## config.mk

```make
export PLATFORM = sky130hd
export DESIGN_NAME = cvs_status_block
export DESIGN_NICKNAME = d
export VERILOG_FILES = /design/src/cvs_pkg.sv /design/src/cvs_status_block.sv
export VERILOG_INCLUDE_DIRS = /design/src
export SDC_FILE = /design/constraint.sdc
export NUM_CORES = 1
export LEC_CHECK = 0
export BUFFER_PORTS_ARGS = -buffer_cell sky130_fd_sc_hd__buf_4
export CAP_MARGIN = 30
export CORE_AREA = 2 2 100 102
export CTS_CLUSTER_DIAMETER = 40
export DETAILED_ROUTE_END_ITERATION = 6
export DIE_AREA = 0 0 102 104
export GPL_TIMING_DRIVEN = 0
export PLACE_DENSITY = 0.82
export SYNTH_ARGS = -nofsm -noshare
export SYNTH_HDL_FRONTEND = slang
export SYNTH_SLANG_ARGS = --single-unit
export TNS_END_PERCENT = 100
```

## constraint.sdc

```tcl
create_clock -name mclk -period 5.4 [get_ports mclk]
set_input_delay 0.27 -clock mclk [delete_from_list [all_inputs] [get_ports mclk]]
set_output_delay 0.27 -clock mclk [all_outputs]
set_load 0.01 [all_outputs]
```

## src/cvs_defs.svh

```systemverilog
/*
  constants for the converter status and result hand-off block:
  register addresses, status bit positions, reset values, full-scale codes.
  assumes inclusion by bare name from the design file, the checker and the bench.
*/
`ifndef CVS_DEFS_SVH
`define CVS_DEFS_SVH

`define CVS_ADDR_STATUS      32'hFFFF0500
`define CVS_ADDR_IRQ_MASK    32'hFFFF0504
`define CVS_ADDR_MODE        32'hFFFF0508
`define CVS_ADDR_FILTER      32'hFFFF050C
`define CVS_ADDR_CUR_CTRL    32'hFFFF0510
`define CVS_ADDR_CONFIG      32'hFFFF0514
`define CVS_ADDR_CUR_RESULT  32'hFFFF0518
`define CVS_ADDR_VT_RESULT   32'hFFFF051C
`define CVS_ADDR_THRESHOLD   32'hFFFF0520

`define CVS_BIT_CAL_DONE     15
`define CVS_BIT_VT_ERR       13
`define CVS_BIT_CUR_ERR      12
`define CVS_BIT_CONT         5
`define CVS_BIT_CMP          4
`define CVS_BIT_TEMP_RDY     2
`define CVS_BIT_VOLT_RDY     1
`define CVS_BIT_CUR_RDY      0
`define CVS_MODE_BIT_CONT    5
`define CVS_CFG_BIT_CMP_EN   0

`define CVS_STATUS_RESET     16'h0000
`define CVS_MASK_RESET       8'h00
`define CVS_MODE_RESET       8'h00
`define CVS_CFG_RESET        8'h00
`define CVS_RESULT_RESET     16'h0000
`define CVS_THRESH_RESET     16'h0000
`define CVS_POS_FULL_SCALE   16'h7FFF
`define CVS_NEG_FULL_SCALE   16'h8000

`endif

```

## src/cvs_pkg.sv

```systemverilog
/*
  types for the converter status block: bus request, converter events,
  and the single packed state record of the top module.
  assumes cvs_defs.svh is on the include path.
*/
package cvs_pkg;

  // one register access from the core, valid for a single cycle
  typedef struct packed {
    logic        rd;
    logic        wr;
    logic [31:0] addr;
    logic [15:0] wdata;
  } cvs_bus_req_t;

  // one finished conversion from a converter, with its range verdict
  typedef struct packed {
    logic        valid;
    logic [15:0] data;
    logic        over;
    logic        under;
  } cvs_conv_t;

  // state of the block apart from the sleep synchroniser
  typedef struct packed {
    logic [15:0] status;
    logic [7:0]  irq_mask;
    logic [7:0]  mode;
    logic [7:0]  config_bits;
    logic [15:0] threshold;
    logic [15:0] cur_result;
    logic [15:0] vt_result;
    logic [15:0] rdata;
    logic        irq;
  } cvs_state_t;

endpackage

```

## src/cvs_status_block.sv

```systemverilog
/*
  status flags, combined interrupt and result hand-off of a dual converter.
  assumes: bus strobes, converter events and straps come from logic on mclk;
  the sleep level comes from the power controller on another clock and is
  synchronised here. filter and current-control registers live elsewhere;
  only their write strobes arrive here.
*/
`timescale 1ns/1ps
`include "cvs_defs.svh"

module cvs_status_block (
  // clock and reset
  input  wire logic              mclk,
  input  wire logic              rst,
  // register access from the core
  input  wire cvs_pkg::cvs_bus_req_t bus_req,
  output logic [15:0]            bus_rdata,
  // write strobes of control registers held elsewhere
  input  wire logic              filter_wr,
  input  wire logic              cur_ctrl_wr,
  // converter side
  input  wire cvs_pkg::cvs_conv_t cur_conv,
  input  wire cvs_pkg::cvs_conv_t vt_conv,
  input  wire logic              cal_done,
  input  wire logic              cur_chan_en,
  input  wire logic              volt_chan_en,
  input  wire logic              temp_chan_en,
  // core power state, asynchronous
  input  wire logic              core_asleep,
  // interrupt toward the core
  output logic                   converter_irq
);

  //////////////////////////////////////////////////////////////////////////
  cvs_pkg::cvs_state_t st_reg;
  cvs_pkg::cvs_state_t st_next;
  logic                sleep_meta_reg;
  logic                sleep_sync_reg;

  logic rd_cur;
  logic rd_vt;
  logic wr_mode;
  logic wr_cfg;
  logic reconfig;
  logic clr_all_rdy;
  logic ready_any;
  logic load_cur;
  logic load_vt;
  logic [15:0] cur_val;
  logic [15:0] vt_val;
  logic [15:0] cur_abs;

  // two-stage synchroniser on the sleep level; only stage two is read
  always_ff @(posedge mclk) begin
    if (rst) begin
      sleep_meta_reg <= 1'b0;
      sleep_sync_reg <= 1'b0;
    end else begin
      sleep_meta_reg <= core_asleep;
      sleep_sync_reg <= sleep_meta_reg;
    end
  end

  //////////////////////////////////////////////////////////////////////////
  // access decode
  assign rd_cur   = bus_req.rd && (bus_req.addr == `CVS_ADDR_CUR_RESULT);
  assign rd_vt    = bus_req.rd && (bus_req.addr == `CVS_ADDR_VT_RESULT);
  assign wr_mode  = bus_req.wr && (bus_req.addr == `CVS_ADDR_MODE);
  assign wr_cfg   = bus_req.wr && (bus_req.addr == `CVS_ADDR_CONFIG);
  // mode, config, filter and current-control writes count as reconfiguring the subsystem
  assign reconfig = wr_mode || wr_cfg || filter_wr || cur_ctrl_wr;

  // ready-flag clearing reads
  assign clr_all_rdy = rd_cur || (rd_vt && !cur_chan_en);

  // loads held off while any ready flag stands, unless the core sleeps
  assign ready_any = |st_reg.status[`CVS_BIT_TEMP_RDY:`CVS_BIT_CUR_RDY];
  assign load_cur  = cur_conv.valid && (!ready_any || sleep_sync_reg);
  assign load_vt   = vt_conv.valid && (!ready_any || sleep_sync_reg);

  // clamp out-of-range results to full scale
  assign cur_val = cur_conv.over  ? `CVS_POS_FULL_SCALE :
                   cur_conv.under ? `CVS_NEG_FULL_SCALE : cur_conv.data;
  assign vt_val  = vt_conv.over   ? `CVS_POS_FULL_SCALE :
                   vt_conv.under  ? `CVS_NEG_FULL_SCALE : vt_conv.data;

  // absolute value of the clamped current result, saturates at 0x8000
  assign cur_abs = cur_val[15] ? 16'((~cur_val) + 16'h0001) : cur_val;

  //////////////////////////////////////////////////////////////////////////
  // next-state: clears first, then sets, so a coinciding event wins
  always_comb begin
    st_next = st_reg;

    // software-writable registers
    if (bus_req.wr && bus_req.addr == `CVS_ADDR_IRQ_MASK) begin
      st_next.irq_mask = bus_req.wdata[7:0];
    end
    if (wr_mode) begin
      st_next.mode = bus_req.wdata[7:0];
    end
    if (wr_cfg) begin
      st_next.config_bits = bus_req.wdata[7:0];
    end
    if (bus_req.wr && bus_req.addr == `CVS_ADDR_THRESHOLD) begin
      st_next.threshold = bus_req.wdata;
    end

    // clears by read or reconfiguration
    if (wr_mode || filter_wr || cur_ctrl_wr) begin
      st_next.status[`CVS_BIT_CAL_DONE] = 1'b0;
    end
    if (reconfig) begin
      st_next.status[`CVS_BIT_CMP] = 1'b0;
    end
    if (clr_all_rdy) begin
      st_next.status[`CVS_BIT_CUR_RDY]  = 1'b0;
      st_next.status[`CVS_BIT_VOLT_RDY] = 1'b0;
      st_next.status[`CVS_BIT_TEMP_RDY] = 1'b0;
    end
    if (rd_vt) begin
      st_next.status[`CVS_BIT_VOLT_RDY] = 1'b0;
      st_next.status[`CVS_BIT_TEMP_RDY] = 1'b0;
    end
    if (rd_cur) begin
      st_next.status[`CVS_BIT_CONT] = 1'b0;
    end

    // calibration end sets the done flag and enabled ready flags
    if (cal_done) begin
      st_next.status[`CVS_BIT_CAL_DONE] = 1'b1;
      if (cur_chan_en) begin
        st_next.status[`CVS_BIT_CUR_RDY] = 1'b1;
      end
      if (volt_chan_en) begin
        st_next.status[`CVS_BIT_VOLT_RDY] = 1'b1;
      end
      if (temp_chan_en) begin
        st_next.status[`CVS_BIT_TEMP_RDY] = 1'b1;
      end
    end

    // every current conversion, settled or not, may flag continuous
    if (cur_conv.valid && st_reg.mode[`CVS_MODE_BIT_CONT]) begin
      st_next.status[`CVS_BIT_CONT] = 1'b1;
    end

    // comparator on the clamped current result
    if (cur_conv.valid && st_reg.config_bits[`CVS_CFG_BIT_CMP_EN]
        && (cur_abs > st_reg.threshold)) begin
      st_next.status[`CVS_BIT_CMP] = 1'b1;
    end

    // current result load; the load beats a same-cycle clearing read
    if (load_cur) begin
      st_next.cur_result = cur_val;
      st_next.status[`CVS_BIT_CUR_ERR] = cur_conv.over || cur_conv.under;
      if (cur_chan_en) begin
        st_next.status[`CVS_BIT_CUR_RDY] = 1'b1;
      end
    end

    // voltage/temperature result load
    if (load_vt) begin
      st_next.vt_result = vt_val;
      st_next.status[`CVS_BIT_VT_ERR] = vt_conv.over || vt_conv.under;
      if (volt_chan_en) begin
        st_next.status[`CVS_BIT_VOLT_RDY] = 1'b1;
      end
      if (temp_chan_en) begin
        st_next.status[`CVS_BIT_TEMP_RDY] = 1'b1;
      end
    end

    // reserved bits are never set
    st_next.status[14]   = 1'b0;
    st_next.status[11:6] = 6'h00;
    st_next.status[3]    = 1'b0;

    // read data registered: answer one cycle after the read strobe
    case (bus_req.addr)
      `CVS_ADDR_STATUS:     st_next.rdata = st_reg.status;
      `CVS_ADDR_IRQ_MASK:   st_next.rdata = {8'h00, st_reg.irq_mask};
      `CVS_ADDR_MODE:       st_next.rdata = {8'h00, st_reg.mode};
      `CVS_ADDR_CONFIG:     st_next.rdata = {8'h00, st_reg.config_bits};
      `CVS_ADDR_THRESHOLD:  st_next.rdata = st_reg.threshold;
      `CVS_ADDR_CUR_RESULT: st_next.rdata = st_reg.cur_result;
      `CVS_ADDR_VT_RESULT:  st_next.rdata = st_reg.vt_result;
      default:              st_next.rdata = 16'h0000;
    endcase
    if (!bus_req.rd) begin
      st_next.rdata = 16'h0000;
    end

    // only the masked lower byte reaches the interrupt
    st_next.irq = |(st_next.status[7:0] & st_next.irq_mask);
  end

  //////////////////////////////////////////////////////////////////////////
  // state register
  always_ff @(posedge mclk) begin
    if (rst) begin
      st_reg.status      <= `CVS_STATUS_RESET;
      st_reg.irq_mask    <= `CVS_MASK_RESET;
      st_reg.mode        <= `CVS_MODE_RESET;
      st_reg.config_bits <= `CVS_CFG_RESET;
      st_reg.threshold   <= `CVS_THRESH_RESET;
      st_reg.cur_result  <= `CVS_RESULT_RESET;
      st_reg.vt_result   <= `CVS_RESULT_RESET;
      st_reg.rdata       <= 16'h0000;
      st_reg.irq         <= 1'b0;
    end else begin
      st_reg <= st_next;
    end
  end

  assign bus_rdata     = st_reg.rdata;
  assign converter_irq = st_reg.irq;

endmodule // cvs_status_block

```

* Word level (Yosys, flattened, before mapping)
Index checks and enable logic that the tools add are counted.
Storage, ports and cells: bits in registers 107, output and inout bits 17, logic and storage cells 78, input bits 97
Operators by class: magnitude comparators 1, equality and inequality tests 7, reductions and logical operators 27, mux-type cells 24, bitwise logic cells 3, add/sub/neg operators 1
Operator list (count):
- $eq A32 B32 Y1 const B | 7
- $pmux W16 S7 | 1
- $mux W16 | 5
- $add A16 B1 Y16 const B | 1
- $gt A16 B16 Y1 | 1
- $not A16 Y16 | 1
- $mux W1 | 13
- $logic_and A1 B1 Y1 | 12
- $logic_or A1 B1 Y1 | 9
- $and A6 B8 Y8 | 1
- $mux W8 | 1
- $reduce_or A8 Y1 | 1
- $mux W3 | 2
- $mux W2 | 2
- $reduce_or A3 Y1 | 1
- $logic_not A1 Y1 | 2
- $reduce_bool A2 Y1 | 1
- $reduce_or A2 Y1 | 1
- $not A1 Y1 | 1

* Longest topological paths before layout
depth after elaboration 12, gate-level depth with buffers 16, depth with buffers taken out 15

* Worst setup path before layout
Ideal clock, no wire load.
path type input port to flip-flop, start input cur_conv[1] in the netlist's numbering, end register st_reg (netlist bit converter_irq), data required time 5267 ps, buffers on the path 2, arrival 3089 ps, stages on the path 16, setup slack 2178 ps, library setup time 133 ps, cell sequence clkbuf_1 > clkbuf_1 > a21oi_1 > ha_1 > a21boi_0 > nor2_1 > o21a_1 > o21ai_0 > a22oi_1 > ha_1 > nand4_1 > or4_1 > nand3_1 > a21oi_1 > o21bai_1 > a31oi_1
On the way: cells in the longest elaborated chain, start to end 9
RTL lines:
- start, declared | RTL line cvs_status_block.sv:22 | input wire cvs_pkg::cvs_conv_t cur_conv,
- $mux W16 (*) | RTL line cvs_status_block.sv:82 | assign cur_val = cur_conv.over ? `CVS_POS_FULL_SCALE :
- $not A16 Y16 | RTL line cvs_status_block.sv:88 | assign cur_abs = cur_val[15] ? 16'((~cur_val) + 16'h0001) : cur_val;
- $add A16 B1 Y16 | RTL line cvs_status_block.sv:88
- $mux W16 (*) | RTL line cvs_status_block.sv:88
- $gt A16 B16 Y1 (*) | RTL line cvs_status_block.sv:150 | && (cur_abs > st_reg.threshold)) begin
- $logic_and A1 B1 Y1 (*) | RTL line cvs_status_block.sv:149 | if (cur_conv.valid && st_reg.config_bits[`CVS_CFG_BIT_CMP_EN]
- $mux W1 (*) | RTL line cvs_status_block.sv:149
- $and A6 B8 Y8 (*) | RTL line cvs_status_block.sv:196 | st_next.irq = |(st_next.status[7:0] & st_next.irq_mask);
- $reduce_or A8 Y1 (*) | RTL line cvs_status_block.sv:196
- end signal, assigned | RTL line cvs_status_block.sv:213 | st_reg <= st_next;
- end, declared | RTL line cvs_status_block.sv:35 | cvs_pkg::cvs_state_t st_reg;
Mark *: on every way between the ends. The rest lies on a longest branch, timed or not. A chain may end at the register's enable or synchronous reset.

* Worst setup path after layout
Ends and elaborated chain as after synthesis.

==> summary.txt <==
STA
  – Slew at the pin closest to its max-slew limit: around 0.8 ns
  – Worst slew margin: 45.5%
  – Final worst path period share: between 60% and 70%
  – Fin. Hold Viols: 0
  – Post-layout min period: between 3 and 4 ns
  – Pins Over Slew Limit: 0
  – RSZ-0062 raised after global routing: no
  – Clk_skew: 0.0139 ns
  – Sum Neg Setup Slack: 0 ns
  – Hold WS: approximately 0.11 ns
  – Setup violations, final: 0
  – Fmax: around 270 MHz

Route
  – Via density: 5.87
  – DRT iter0 DRCs: between 400 and 500
  – Post-DRT Antenna Nets: 0
  – WL/cell: between 15 and 20 µm
  – Vias: ~5300
  – TritonRoute pass-1 iters: 6
  – DRC: 0
  – Final wirelength: between 15000 and 20000 µm

Placed design
  – DP HPWL: 12600 µm
  – Gpl congestion: ~0.93
  – Post-DP Area: around 6400 µm²
  – Port bufs: 110
  – Inst Count DP: 893

Run status
  – Status: complete, no violations

Clock network
  – CTS resizes: 0
  – Clock Tree Buf Depth: 2
  – Clk slew on worst S/H paths: 0.09 ns
  – Hold-fix buffers, CTS: 0
  – CTS Buf Count: 9
  – H-tree depth: 3
  – CTS Root Cell: clkbuf_8
  – CTS tree: yes
  – Setup bufs post-CTS: 0
  – Sinks on Clock Net: 99
  – Worst-skew pair later-pin latency: about 0.37 ns

Global route
  – Initial antenna violation count: 0
  – Vias in the first global route: 5038
  – Global Route Usage Sum: between 30% and 40%
  – First-pass GRT wire length: roughly 25000 µm
  – Largest net degree at the start of global routing: 17
  – GRT overflow: 0

Synth
  – Yosys cell types: 63
  – Most used flip-flop cell after synthesis: dfxtp_1
  – Synth Register Bits: slightly below 100
  – Synthesized instance count: 650
  – Ys async rst share: 0%
  – Average size of a mapped cell: roughly 8.3 µm²
  – Cell area after synthesis: around 5400 µm²
  – EDFF count, synth: 0
  – Seq/Total Area, Yosys: a little under two fifths
  – Syn_nets: between 700 and 800
  – Number of synthesis warnings: 0

Flow run
  – Max cap viols: 0

Setup path
  – Setup CP Type: primary input to flip-flop
  – Crit-path max FO: 10
  – CP Capture Type: flip-flop
  – Crit path launch type: primary input
  – Critical Path AT: 4.04 ns
  – Worst Path Required: 5.70 ns

Die
  – IO Count: between 100 and 150
  – Starting Density: between 50% and 60%
  – Core ar.: 9550 µm²
  – Die width: 102 µm
  – Die ar.: 10600 µm²
  – Rows: 36
  – Die Ht: about 100 µm

Final layout
  – Layout cells sized above 1: between 20% and 30%
  – Max reg flops: 80
  – ANT cells: 0
  – Design Area, Final: approximately 6500 µm²
  – Non-Filler Instances: just over 900
  – Layout net count: around 900
  – Layout area overhead: 21.8%

Pwr
  – Power Density: 223 nW/µm²
  – Worst vdd ir: roughly 0.13 mV
  – P_leak: 2.53 nW

Min path
  – Worst Hold Class: primary input to flip-flop
-- synthesized netlist by cell type (3+ instances only) --
master,count,area share [%]
o21bai_1,4,0.56
nor2_1,95,6.6
a22oi_1,12,1.7
o21a_1,5,0.70
o21ai_0,17,1.6
and2_1,3,0.35
inv_1,20,1.4
nand2_1,52,3.6
a211oi_1,32,4.5
nand2_2,16,1.9
clkbuf_1,31,2.2
a21oi_1,60,5.6
a31oi_1,5,0.58
buf_4,17,2.4
a21o_1,4,0.56
dfxtp_1,99,37
nand2b_1,4,0.47
nor2b_1,18,2.1
mux2_2,8,1.7
a21oi_2,10,1.6
and4_1,3,0.49
buf_6,4,0.84
or3_1,3,0.35
nand3_1,17,1.6
buf_2,3,0.28
and3_1,4,0.47
ha_1,17,4.0
mux2i_1,11,2.1
nor3_1,8,0.75
nand4_1,7,0.82
a222oi_1,18,3.4
-- layer usage --
| metal | global-route usage, % | wire length [µm] |
|---|---|---|
| met1 | 42.1 | 6810 |
| met2 | 47.9 | 7360 |
| met3 | 5.44 | 1480 |
| met4 | 9.62 | 401 |
| met5 | 0 | 0 |
-- cell usage in the layout, fill, tap and decap left out, drive strengths merged, types with 9 or more instances in the layout --
cell type / n
ha: 17
buf: 137
nand2: 69
nor2b: 18
mux2i: 11
nor3: 9
dfxtp: 99
nor2: 95
inv: 24
nand4: 9
a211oi: 32
clkbuf: 42
a21oi: 70
o21ai: 18
a22oi: 12
nand3: 17
a222oi: 18
-- final timing paths --
check	start	cells after the start	slack (ns)	endpoint
max reg2reg	st_reg[50]	9	3.09	converter_irq
min reg2reg	sleep_meta_reg	1	0.46	sleep_sync_reg
max	cur_conv[1]	16	1.66	converter_irq
min	core_asleep	2	0.11	sleep_meta_reg
-- through the flow --
stage / power (mW) / util (%) / worst slack, ns
floorplan: 0.916 / - / 2.18
global placement: 1.02 / 66.6 / 1.44
detailed placement: 1.03 / 66.6 / 1.40
CTS: 1.45 / 68.4 / 1.80
global route: 1.51 / 68.4 / 1.33
finish: 1.45 / 68.4 / 1.66
-- cell type report --
type,count,area (µm²)
clock buffer,11,141
fill,796,3020
clock inverter,5,35.0
sequential,99,1980
multi-input combinational,471,2970
tap,133,166
buffer,58,332
inverter,22,82.6
timing repair buffer,110,826
-- power breakdown --
part / leakage (nW) / internal (mW) / total (mW) / switching (mW)
logic: 1.63 / 0.107 / 0.241 / 0.134
registers: 0.806 / 0.758 / 0.778 / 0.0201
clock network: 0.0901 / 0.182 / 0.435 / 0.253
total: 2.53 / 1.05 / 1.45 / 0.408
-- kinds of logic (layout without fill, tap and decap cells) --
family | Yosys count | after routing | share of synthesized area (%)
xor+xnor | 1 | 1 | 0.163
fa+ha+maj | 17 | 17 | 3.97
simple gates | 253 | 253 | 24.7
compound gates | 181 | 181 | 22.8
mux | 19 | 19 | 3.73
flops | 99 | 99 | 36.9
buf+inv | 80 | 206 | 7.72
-- critical path, cell delays in order --
cell	delay (ns)
clkbuf_1	0.30
clkbuf_1	0.40
a21oi_1	0.21
ha_1	0.26
a21boi_0	0.43
nor2_1	0.18
o21a_1	0.18
o21ai_0	0.08
a22oi_1	0.09
ha_1	0.31
nand4_1	0.16
a2111oi_0	0.50
a211oi_1	0.12
a21oi_1	0.28
o21bai_1	0.14
a31oi_1	0.14
No activity file was read; power rests on OpenSTA's default activity.
